==> config.mk <==
export PLATFORM = sky130hd
export DESIGN_NAME = ccl_top
export DESIGN_NICKNAME = d
export VERILOG_FILES = /design/src/ccl_pkg.sv /design/src/ccl_top.sv
export SDC_FILE = /design/constraint.sdc
export NUM_CORES = 1
export LEC_CHECK = 0
export ABC_AREA = 1
export BUFFER_PORTS_ARGS = -buffer_cell sky130_fd_sc_hd__buf_4
export CAP_MARGIN = 30
export CORE_MARGIN = 2
export CORE_UTILIZATION = 40
export DETAILED_ROUTE_END_ITERATION = 8
export HOLD_SLACK_MARGIN = 0.08
export PLACE_DENSITY = 0.85
export SLEW_MARGIN = 20
export SYNTH_ARGS = -nofsm -noshare
export SYNTH_HDL_FRONTEND = slang
export SYNTH_SLANG_ARGS = --single-unit
==> constraint.sdc <==
create_clock -name clk_i -period 1.29 [get_ports clk_i]
set_input_delay 0.129 -clock clk_i [delete_from_list [all_inputs] [get_ports clk_i]]
set_output_delay 0.129 -clock clk_i [all_outputs]
set_load 0.01 [all_outputs]
==> src/ccl_pkg.sv <==
// constants and types of the comparator control logic
package ccl_pkg;
   localparam int          BUS_AW        = 4;
   localparam logic [3:0]  CTRL_OFS      = 4'h0;
   localparam logic [3:0]  ISTAT_OFS     = 4'h4;
   localparam logic [3:0]  IMASK_OFS     = 4'h8;
   localparam int          EN_BIT        = 7;
   localparam int          REF_BIT       = 6;
   localparam int          FLAG_BIT      = 5;
   localparam int          IE_BIT        = 4;
   localparam int          LVL_BIT       = 3;
   localparam int          OPE_BIT       = 2;
   localparam int          MODE_LSB      = 0;
   localparam int          ISTAT_EV_BIT  = 0;
   localparam logic [7:0]  CTRL_RST      = 8'h00;
   localparam logic [1:0]  MODE_FALL0    = 2'h0;
   localparam logic [1:0]  MODE_RISE     = 2'h1;
   localparam logic [1:0]  MODE_FALL2    = 2'h2;
   localparam logic [1:0]  MODE_BOTH     = 2'h3;
   localparam int          SYNC_STAGES   = 3;

   typedef struct packed {
      logic       enable;
      logic       ref_sel;
      logic       irq_en;
      logic       pin_en;
      logic [1:0] edge_sel;
   } ccl_ctrl_t;

   typedef struct packed {
      logic        cyc;
      logic        stb;
      logic        we;
      logic [3:0]  sel;
      logic [3:0]  adr;
      logic [31:0] dat;
   } ccl_wb_req_t;
endpackage

==> src/ccl_top.sv <==
// comparator control and status logic with a classic wishbone slave
//
// Added by the designer: the register addresses and the Wishbone slave port.
`timescale 1ns/10ps

module ccl_top (
   input  wire logic        clk_i,
   input  wire logic        rst_i,
   input  wire logic        wb_cyc_i,
   input  wire logic        wb_stb_i,
   input  wire logic        wb_we_i,
   input  wire logic [3:0]  wb_sel_i,
   input  wire logic [3:0]  wb_adr_i,
   input  wire logic [31:0] wb_dat_i,
   output logic      [31:0] wb_dat_o,
   output logic             wb_ack_o,
   input  wire logic        cmp_level_i,
   output logic             comparator_enable_o,
   output logic             reference_select_o,
   output logic             inverting_select_o,
   output logic             comparator_out_pin_o,
   output logic             comparator_out_pin_oe_o,
   output logic             irq_o
);
   ccl_pkg::ccl_ctrl_t   ctrl;
   ccl_pkg::ccl_wb_req_t req;
   logic                 compare_event_flag;
   logic [2:0]           sync;
   logic                 filt;
   logic                 filt_d;
   logic                 en_d;
   logic                 rise;
   logic                 fall;
   logic                 cmp_event;
   logic                 wr_take;
   logic                 rd_take;
   logic                 flag_clr;
   logic                 lvl_view;
   logic                 wr_ctrl;
   logic                 wr_istat;
   logic                 wr_imask;
   logic                 rd_ctrl;

   // edge decode used only by the flag logic; the checks decode edges themselves
   function automatic logic ccl_edge_hit(logic [1:0] sel, logic up, logic down);
      logic hit;
      hit = 1'b0;
      unique case (sel)
         ccl_pkg::MODE_RISE:  hit = up;
         ccl_pkg::MODE_BOTH:  hit = up || down;
         ccl_pkg::MODE_FALL0: hit = down;
         ccl_pkg::MODE_FALL2: hit = down;
      endcase
      return hit;
   endfunction

   // register image of the control byte
   function automatic logic [7:0] ccl_ctrl_byte(ccl_pkg::ccl_ctrl_t c, logic flag, logic lvl);
      return {c.enable, c.ref_sel, flag, c.irq_en, lvl, c.pin_en, c.edge_sel};
   endfunction

   if (ccl_pkg::SYNC_STAGES != 3) begin
      $error("sync depth must be three");
   end

   assign req = '{cyc: wb_cyc_i, stb: wb_stb_i, we: wb_we_i, sel: wb_sel_i,
                  adr: wb_adr_i, dat: wb_dat_i};

   // bus: one wait state, ack drops the cycle after it is given
   assign wr_take = req.cyc && req.stb && req.we && !wb_ack_o;
   assign rd_take = req.cyc && req.stb && !req.we && !wb_ack_o;

   // one decode per register, shared by every write consumer
   assign wr_ctrl  = wr_take && req.sel[0] && (req.adr == ccl_pkg::CTRL_OFS);
   assign wr_istat = wr_take && req.sel[0] && (req.adr == ccl_pkg::ISTAT_OFS);
   assign wr_imask = wr_take && req.sel[0] && (req.adr == ccl_pkg::IMASK_OFS);
   assign rd_ctrl  = rd_take && (req.adr == ccl_pkg::CTRL_OFS);

   always_ff @(posedge clk_i) begin
      if (rst_i) begin
         wb_ack_o <= 1'b0;
      end else begin
         wb_ack_o <= req.cyc && req.stb && !wb_ack_o;
      end
   end

   // control fields, byte lane 0 only
   always_ff @(posedge clk_i) begin
      if (rst_i) begin
         ctrl <= '{enable: ccl_pkg::CTRL_RST[ccl_pkg::EN_BIT],
                   ref_sel: ccl_pkg::CTRL_RST[ccl_pkg::REF_BIT],
                   irq_en: ccl_pkg::CTRL_RST[ccl_pkg::IE_BIT],
                   pin_en: ccl_pkg::CTRL_RST[ccl_pkg::OPE_BIT],
                   edge_sel: ccl_pkg::CTRL_RST[1:0]};
      end else if (wr_ctrl) begin
         ctrl.enable   <= req.dat[ccl_pkg::EN_BIT];
         ctrl.ref_sel  <= req.dat[ccl_pkg::REF_BIT];
         ctrl.irq_en   <= req.dat[ccl_pkg::IE_BIT];
         ctrl.pin_en   <= req.dat[ccl_pkg::OPE_BIT];
         ctrl.edge_sel <= req.dat[ccl_pkg::MODE_LSB +: 2];
      end else if (wr_imask) begin
         ctrl.irq_en   <= req.dat[ccl_pkg::ISTAT_EV_BIT];
      end
   end

   // three-stage synchroniser; first stage feeds only the second
   always_ff @(posedge clk_i) begin
      if (rst_i) begin
         sync <= 3'h0;
      end else begin
         sync <= {sync[1:0], cmp_level_i};
      end
   end

   // a change counts once stages two and three agree
   always_ff @(posedge clk_i) begin
      if (rst_i) begin
         filt   <= 1'b0;
         filt_d <= 1'b0;
      end else begin
         if (sync[1] == sync[2]) begin
            filt <= sync[2];
         end
         filt_d <= filt;
      end
   end

   // enable delayed one cycle, masks the first enabled cycle
   always_ff @(posedge clk_i) begin
      if (rst_i) begin
         en_d <= 1'b0;
      end else begin
         en_d <= ctrl.enable;
      end
   end

   assign rise = filt && !filt_d;
   assign fall = !filt && filt_d;

   // en_d masks the first enabled cycle so a stale level is no event
   always_comb begin
      cmp_event = ccl_edge_hit(ctrl.edge_sel, rise, fall) && ctrl.enable && en_d;
   end

   // clear path: bit 5 of control or bit 0 of interrupt status
   assign flag_clr = (wr_ctrl && req.dat[ccl_pkg::FLAG_BIT]) ||
                     (wr_istat && req.dat[ccl_pkg::ISTAT_EV_BIT]);

   // set wins over a clear in the same cycle
   always_ff @(posedge clk_i) begin
      if (rst_i) begin
         compare_event_flag <= 1'b0;
      end else if (cmp_event) begin
         compare_event_flag <= 1'b1;
      end else if (flag_clr) begin
         compare_event_flag <= 1'b0;
      end
   end

   assign lvl_view = ctrl.enable && filt;

   // read data
   always_ff @(posedge clk_i) begin
      if (rst_i) begin
         wb_dat_o <= 32'h0;
      end else if (rd_take) begin
         unique case (req.adr)
            ccl_pkg::CTRL_OFS:
               wb_dat_o <= {24'h0, ccl_ctrl_byte(ctrl, compare_event_flag, lvl_view)};
            ccl_pkg::ISTAT_OFS: wb_dat_o <= {31'h0, compare_event_flag};
            ccl_pkg::IMASK_OFS: wb_dat_o <= {31'h0, ctrl.irq_en};
            default:            wb_dat_o <= 32'h0;
         endcase
      end
   end

   // output pin driven from a flop; oe follows the pin enable bit directly
   always_ff @(posedge clk_i) begin
      if (rst_i) begin
         comparator_out_pin_o <= 1'b0;
      end else begin
         comparator_out_pin_o <= lvl_view;
      end
   end

   assign comparator_out_pin_oe_o = ctrl.pin_en;
   assign comparator_enable_o     = ctrl.enable;
   assign reference_select_o      = ctrl.ref_sel;
   assign inverting_select_o      = 1'b0;
   assign irq_o                   = compare_event_flag && ctrl.irq_en;
endmodule

==> results of run 1 <==
[layout make-up]
type	instances	area (sq um)
well taps	31	38.8
multi-input cells	107	524
repair buffers	37	290
flip-flops and latches	23	460
inverters	17	63.8
fillers	288	1330
clock buffers	3	22.5
clock inverters	1	5.00
[critical path: stages, from the launching register on]
cell	delay, ns
dfxtp_1	0.34
inv_1	0.11
nand3_2	0.12
nor2_4	0.17
nand2_4	0.10
o21ai_0	0.16
a21oi_1	0.06
[worst min path at each step]
stage | from | end | slack (ns) | cells after the start
floorplan | rst_i | comparator_out_pin_o$_SDFF_PP0_ | 0.21 | 1
global placement | cmp_level_i | sync[0]$_SDFF_PP0_ | 0.33 | 3
detailed placement | cmp_level_i | sync[0]$_SDFF_PP0_ | 0.36 | 3
CTS | wb_dat_i[1] | ctrl[1]$_SDFFE_PP0N_ | 0.08 | 3
global route | wb_dat_i[1] | ctrl[1]$_SDFFE_PP0N_ | 0.09 | 3
finish | wb_dat_i[1] | ctrl[1]$_SDFFE_PP0N_ | 0.09 | 3
[power by group through the flow]
stage          registers (mW)  logic [mW]  clock network [mW]
6_report                0.721       0.155               0.332
4_1_cts                 0.721       0.155               0.348
5_1_grt                 0.722       0.173               0.371
3_3_place_gp            0.737       0.140                   0
3_5_place_dp            0.737       0.142                   0
2_1_floorplan           0.738       0.134                   0
[state kept, by name (all words and copies together), names as in the netlist]
register / count
reference_select_o: 1
wb_ack_o: 1
comparator_out_pin_oe_o: 1
comparator_enable_o: 1
comparator_out_pin_o: 1
compare_event_flag: 1
ctrl: 3
filt_d: 1
filt: 1
sync: 3
en_d: 1
wb_dat_o: 8
[cell usage after synthesis, types with 2 or more instances]
master	n	area, sq um
buf_4	25	188
dfxtp_1	23	460
nand2_1	23	86.3
nor2_1	22	82.6
inv_1	17	63.8
a21oi_1	10	50.1
o21ai_0	7	35.0
nand3_1	6	30.0
ha_1	2	25.0
[repair_timing]
item | CTS | global route
buffers inserted | 0 | 0
hold buffers | 5 | 0
endpoints found under the hold margin | 8 | 0
[cells by family (layout without fill, tap and decap cells)]
kind of cell,count (synthesis),in the layout,share of synthesized area
simple gates,59,59,0.249
buf+inv,43,58,0.222
flops,23,23,0.400
compound gates,21,21,0.103
fa+ha+maj,2,2,0.0218
other cells,1,25,0.00326
[per-stage QoR]
| stage | util | setup WS (ns) |
|---|---|---|
| after detailed placement | 0.486 | 0.127 |
| after floorplan | - | 0.215 |
| after CTS | 0.514 | 0.106 |
| after global placement | 0.486 | 0.154 |
| final | 0.514 | 0.109 |
| after global routing | 0.514 | 0.0206 |
[layer usage]
metal | vias to the layer above | track usage
met5 | - | 0
met4 | 0 | 0.0598
met3 | 4 | 0.0424
met2 | 30 | 0.239
met1 | 414 | 0.143
li1 | 495 | -
==> qor.csv, run 1 <==
stage,metric,value,unit
setup_path,worstRegToRegCells,6,
power,intPower,896,uW
power,power,1.21,mW
routing,wl_met1,805,um
sta,hold_viol_final,0,
min_path,hp-class,input pin to register,
cts,clk_pin_slew,0.13,ns
routing,drtPass1Iterations,4,
sta,setup_violations,0,
power,sw_frac_of_total,0.258,
setup_path,cp-start-kind,register,
global_route,antenna_found_initial,0,
cells_and_area,antenna_cells,0,
sta,fin_skew,0.0107,ns
floorplan,die_h,57.6,um
cts,cts.sinks,23,
routing,drtIter0Drc,8,
cells_and_area,syn_to_final_growth,22.2,%
placed_design,placed_area,0.00133,sq mm
global_route,grt_pass1_wl,3.35,mm
cells_and_area,fin_cells,219,
floorplan,core_region_area,0.00273,sq mm
cells_and_area,final_common_cell,buf_4,
routing,highest_layer,met4,
routing,avgRoutedWirePerCell,9.74,um
cts,cts_tree,done,
placed_design,gp_congestion,0.807,
sta,rsz0062_at_grt,no,
logic_synthesis,synth-main-ff-cell,dfxtp_1,
floorplan,num_rows,19,
cts,root_buffer,clkbuf_4,
cts,h-tree-depth,1,
placed_design,dp.cells,210,
outcome,status,completed,
routing,drtAntennaViolNets,0,
floorplan,pin_count,85,
power,p_leak,0.692,nW
logic_synthesis,synth_async_sr_flop_share,0,
floorplan,initial_core_util,0.421,
sta,setup_tns,0,ns
power,p_per_area,860,mW/mm^2
global_route,grt_overflow,0,
cts,cts.path.max_buffers,2,
cells_and_area,final_cell_mix,"buf_4 (32), conb_1 (25), nand2_1 (23), dfxtp_1 (23), nor2_1 (22)",
cts,cts_resized,0,
sta,hold_slack,0.0901,ns
routing,wl_met2,1.14,mm
logic_synthesis,ys_seq_elements,23,
setup_path,cp_max_fo,9,
setup_path,critPathKind,register to register,
floorplan,die_area,0.00332,sq mm
setup_path,crit_arrival,1.39,ns
routing,viasPerCell,4.31,
cells_and_area,drive_gt1_frac,0.239,
logic_synthesis,synth-edff-count,0,
logic_synthesis,ys_warn_count,0,
logic_synthesis,syn_area_per_cell,7.72,sq um
sta,finalCriticalPeriod,1.18,ns
routing,vias,943,
placed_design,io_buffer_count,31,
routing,route.detailed.drc,0,
global_route,track_usage,0.134,
sta,fmax,0.847,GHz
logic_synthesis,seq_area_frac_synth,0.400,
logic_synthesis,syn_area,0.00115,sq mm
floorplan,die_x,57.6,um
setup_path,endpoint_kind,register,
setup_path,crit_path_end,comparator_enable_o$_SDFFE_PP0N_,
logic_synthesis,syn_inst,149,
setup_path,r2r_start,wb_ack_o$_SDFF_PP0_,
setup_path,crit_start,wb_ack_o$_SDFF_PP0_,
routing,routed_wl,2.13,mm
power,power_frac_comb,0.128,
sta,min_period_over_period,0.915,
cells_and_area,fin_area,0.00141,sq mm
power,p_switching,312,uW
sta,drv_slew,0,
cells_and_area,fin_nets,237,
cts,clk-insertion-delay-late,0.32,ns
logic_synthesis,yosysUniqueCellTypes,23,
routing,dr_wl_met3,148,um
power,clockPowerShare,0.275,
cts,cts_made_buffers,3,
global_route,grt_pass1_vias,774,
flow_run,drv_cap,0,
global_route,grt_max_degree,16,
power,pwr-share-seq,0.597,
setup_path,worstReg2RegEnd,comparator_enable_o$_SDFFE_PP0N_,
setup_path,required,1.50,ns
power,peakVddDrop,759,uV
placed_design,dp_hpwl,1.67,mm
setup_path,rrSetupSlack,0.11,ns
(Power assumes the default switching activity.)
==> inputs of run 2 (changes only) <==
BUFFER_PORTS_ARGS = default   (was -buffer_cell sky130_fd_sc_hd__buf_4)
CORE_UTILIZATION = 60   (was 40)
DONT_BUFFER_PORTS = 1   (was default)
PLACE_DENSITY = 0.81   (was 0.85)
==> run 2 against run 1 <==
Compared with the run above: register-to-register slack about the same; sequential share of layout area grew 3.3 points; sequential power is essentially flat; first-iteration DRC count rose to 5.8 times the previous value; hold slack gained 0.0019 ns; setup slack worse by 0.012 ns; die area shrank 31%; non-clock buffer count down 20; via count increased by 1.1%; highest routed layer unchanged.
==> qor.csv, run 2 (synthesized netlist as in run 1, its figures left out) <==
stage,metric,value,unit
setup_path,critPathKind,register to register,
placed_design,dp.cells,173,
power,p_per_area,939,mW/mm^2
power,p_switching,316,uW
cts,cts_tree,done,
power,peakVddDrop,538,uV
routing,viasPerCell,4.94,
flow_run,drv_cap,0,
global_route,grt_pass1_vias,767,
power,clockPowerShare,0.284,
cells_and_area,regMostFlops,wb_dat_o,
sta,setup_violations,0,
floorplan,pin_count,85,
cts,clk-insertion-delay-late,0.32,ns
setup_path,required,1.52,ns
cells_and_area,largest_reg_flops,8,
setup_path,cp_max_fo,9,
setup_path,endpoint_kind,register,
floorplan,die_area,0.00228,sq mm
sta,rsz0062_at_grt,no,
global_route,grt_pass1_wl,3.24,mm
sta,relSlewSlack,0.604,
cells_and_area,largestRegisters,"wb_dat_o x8, ctrl x3, sync x3",
cts,cts.path.max_buffers,2,
cts,cts_made_buffers,3,
placed_design,dp_hpwl,1.58,mm
setup_path,cp-start-kind,register,
floorplan,core_region_area,0.00176,sq mm
routing,drtAntennaViolNets,0,
min_path,hp-class,input pin to register,
placed_design,pre_cts_slack,0.0284,ns
power,intPower,884,uW
cells_and_area,final_cell_mix,"conb_1 (25), nand2_1 (23), nor2_1 (22), dfxtp_1 (22)",
sta,min_period_over_period,0.925,
sta,drv_slew,0,
cts,clk_pin_slew,0.13,ns
routing,vias,953,
routing,route.detailed.drc,0,
floorplan,die_x,47.8,um
cts,cts.sinks,23,
cts,h-tree-depth,1,
power,pwr-share-seq,0.602,
sta,fin_ws,0.0968,ns
sta,setup_tns,0,ns
routing,drtPass1Iterations,4,
floorplan,die_h,47.8,um
sta,finalCriticalPeriod,1.19,ns
global_route,antenna_found_initial,0,
routing,avgRoutedWirePerCell,11.8,um
setup_path,critPathMaxStageDelay,0.36,ns
placed_design,io_buffer_count,0,
cells_and_area,fin_nets,217,
floorplan,num_rows,15,
floorplan,initial_core_util,0.652,
cells_and_area,drive_gt1_frac,0.101,
global_route,grt_overflow,0,
cts,cts_setup_buffers,0,
routing,routed_wl,2.29,mm
placed_design,gp_congestion,0.764,
global_route,grt_max_degree,16,
setup_path,path_cells,"inv_2, nand3_2, nor2_4, nand2_4, o21ai_0, a21oi_1",
global_route,track_usage,0.212,
cts,root_buffer,clkbuf_4,
setup_path,crit_arrival,1.42,ns
cells_and_area,syn_to_final_growth,11.2,%
power,sw_frac_of_total,0.263,
sta,fmax,0.838,GHz
outcome,status,completed,
setup_path,slowest_stage,dfxtp_2,
power,power_frac_comb,0.114,
sta,worstMarginPinSlew,0.594,ns
cells_and_area,antenna_cells,0,
cells_and_area,fin_cells,193,
routing,drtIter0Drc,46,
sta,fin_skew,0.00666,ns
power,p_leak,0.587,nW
cells_and_area,final_common_cell,conb_1,
sta,hold_viol_final,0,
run 2: cell types whose count changed in the layout (fill, tap and decap cells not counted):
cell            delta
buf_4             -31
dfxtp_1            -1
dfxtp_2            +1
dlygate4sd3_1     +10
dlymetal6s4s_1     +1
inv_1              -2
inv_2              +2
o21ai_0            -2
o21ai_1            +2
run 2: per-layer routing:
layer,routed length (um),GRT usage
met1,919,0.242
met5,0,0
met2,1140,0.355
met4,58,0.141
met3,170,0.0415
run 2: timing repair:
item | in CTS | in global routing
setup endpoints to repair | 0 | 9
gates resized for setup | 0 | 6
hold endpoints to repair | 23 | 0
hold buffers | 16 | 0
run 2: cell type report:
cell class / count / area (sq um)
repair buffers: 17 / 170
multi-input cells: 107 / 524
fillers: 135 / 485
inverters: 17 / 63.8
flip-flops and latches: 23 / 462
clock buffers: 3 / 22.5
clock inverters: 1 / 5.00
well taps: 25 / 31.3
run 2: path summary, 6_finish.rpt:
check                      start                                to  slack, ns  cells past startpoint
max          wb_ack_o$_SDFF_PP0_  comparator_enable_o$_SDFFE_PP0N_        0.1                      6
min                     wb_cyc_i          wb_dat_o[1]$_SDFFE_PP0P_       0.09                      4
max reg2reg  wb_ack_o$_SDFF_PP0_  comparator_enable_o$_SDFFE_PP0N_        0.1                      6
min reg2reg   sync[0]$_SDFF_PP0_                sync[1]$_SDFF_PP0_       0.42                      2
run 2: through the flow:
step	hold WS [ns]	util	power, mW	area, sq um
2_1_floorplan	0.208	-	0.872	1240
3_3_place_gp	0.195	0.616	0.819	1090
3_5_place_dp	0.196	0.616	0.823	1090
4_1_cts	0.0889	0.723	1.20	1270
5_1_grt	0.0813	0.725	1.25	1280
6_report	0.0919	0.725	1.20	1280
run 2: power by group through the flow:
stage	clock network, mW	logic [mW]	registers (mW)
floorplan	0	0.134	0.738
global placement	0	0.0809	0.738
detailed placement	0	0.0840	0.739
CTS	0.343	0.131	0.723
global route	0.376	0.150	0.724
finish	0.341	0.137	0.723
run 2: worst max-delay path, delay by kind of cell (launching register included):
| family | cells | cell delay (ns) |
|---|---|---|
| simple gates | 3 | 0.43 |
| flops | 1 | 0.36 |
| compound gates | 2 | 0.22 |
| buf+inv | 1 | 0.09 |
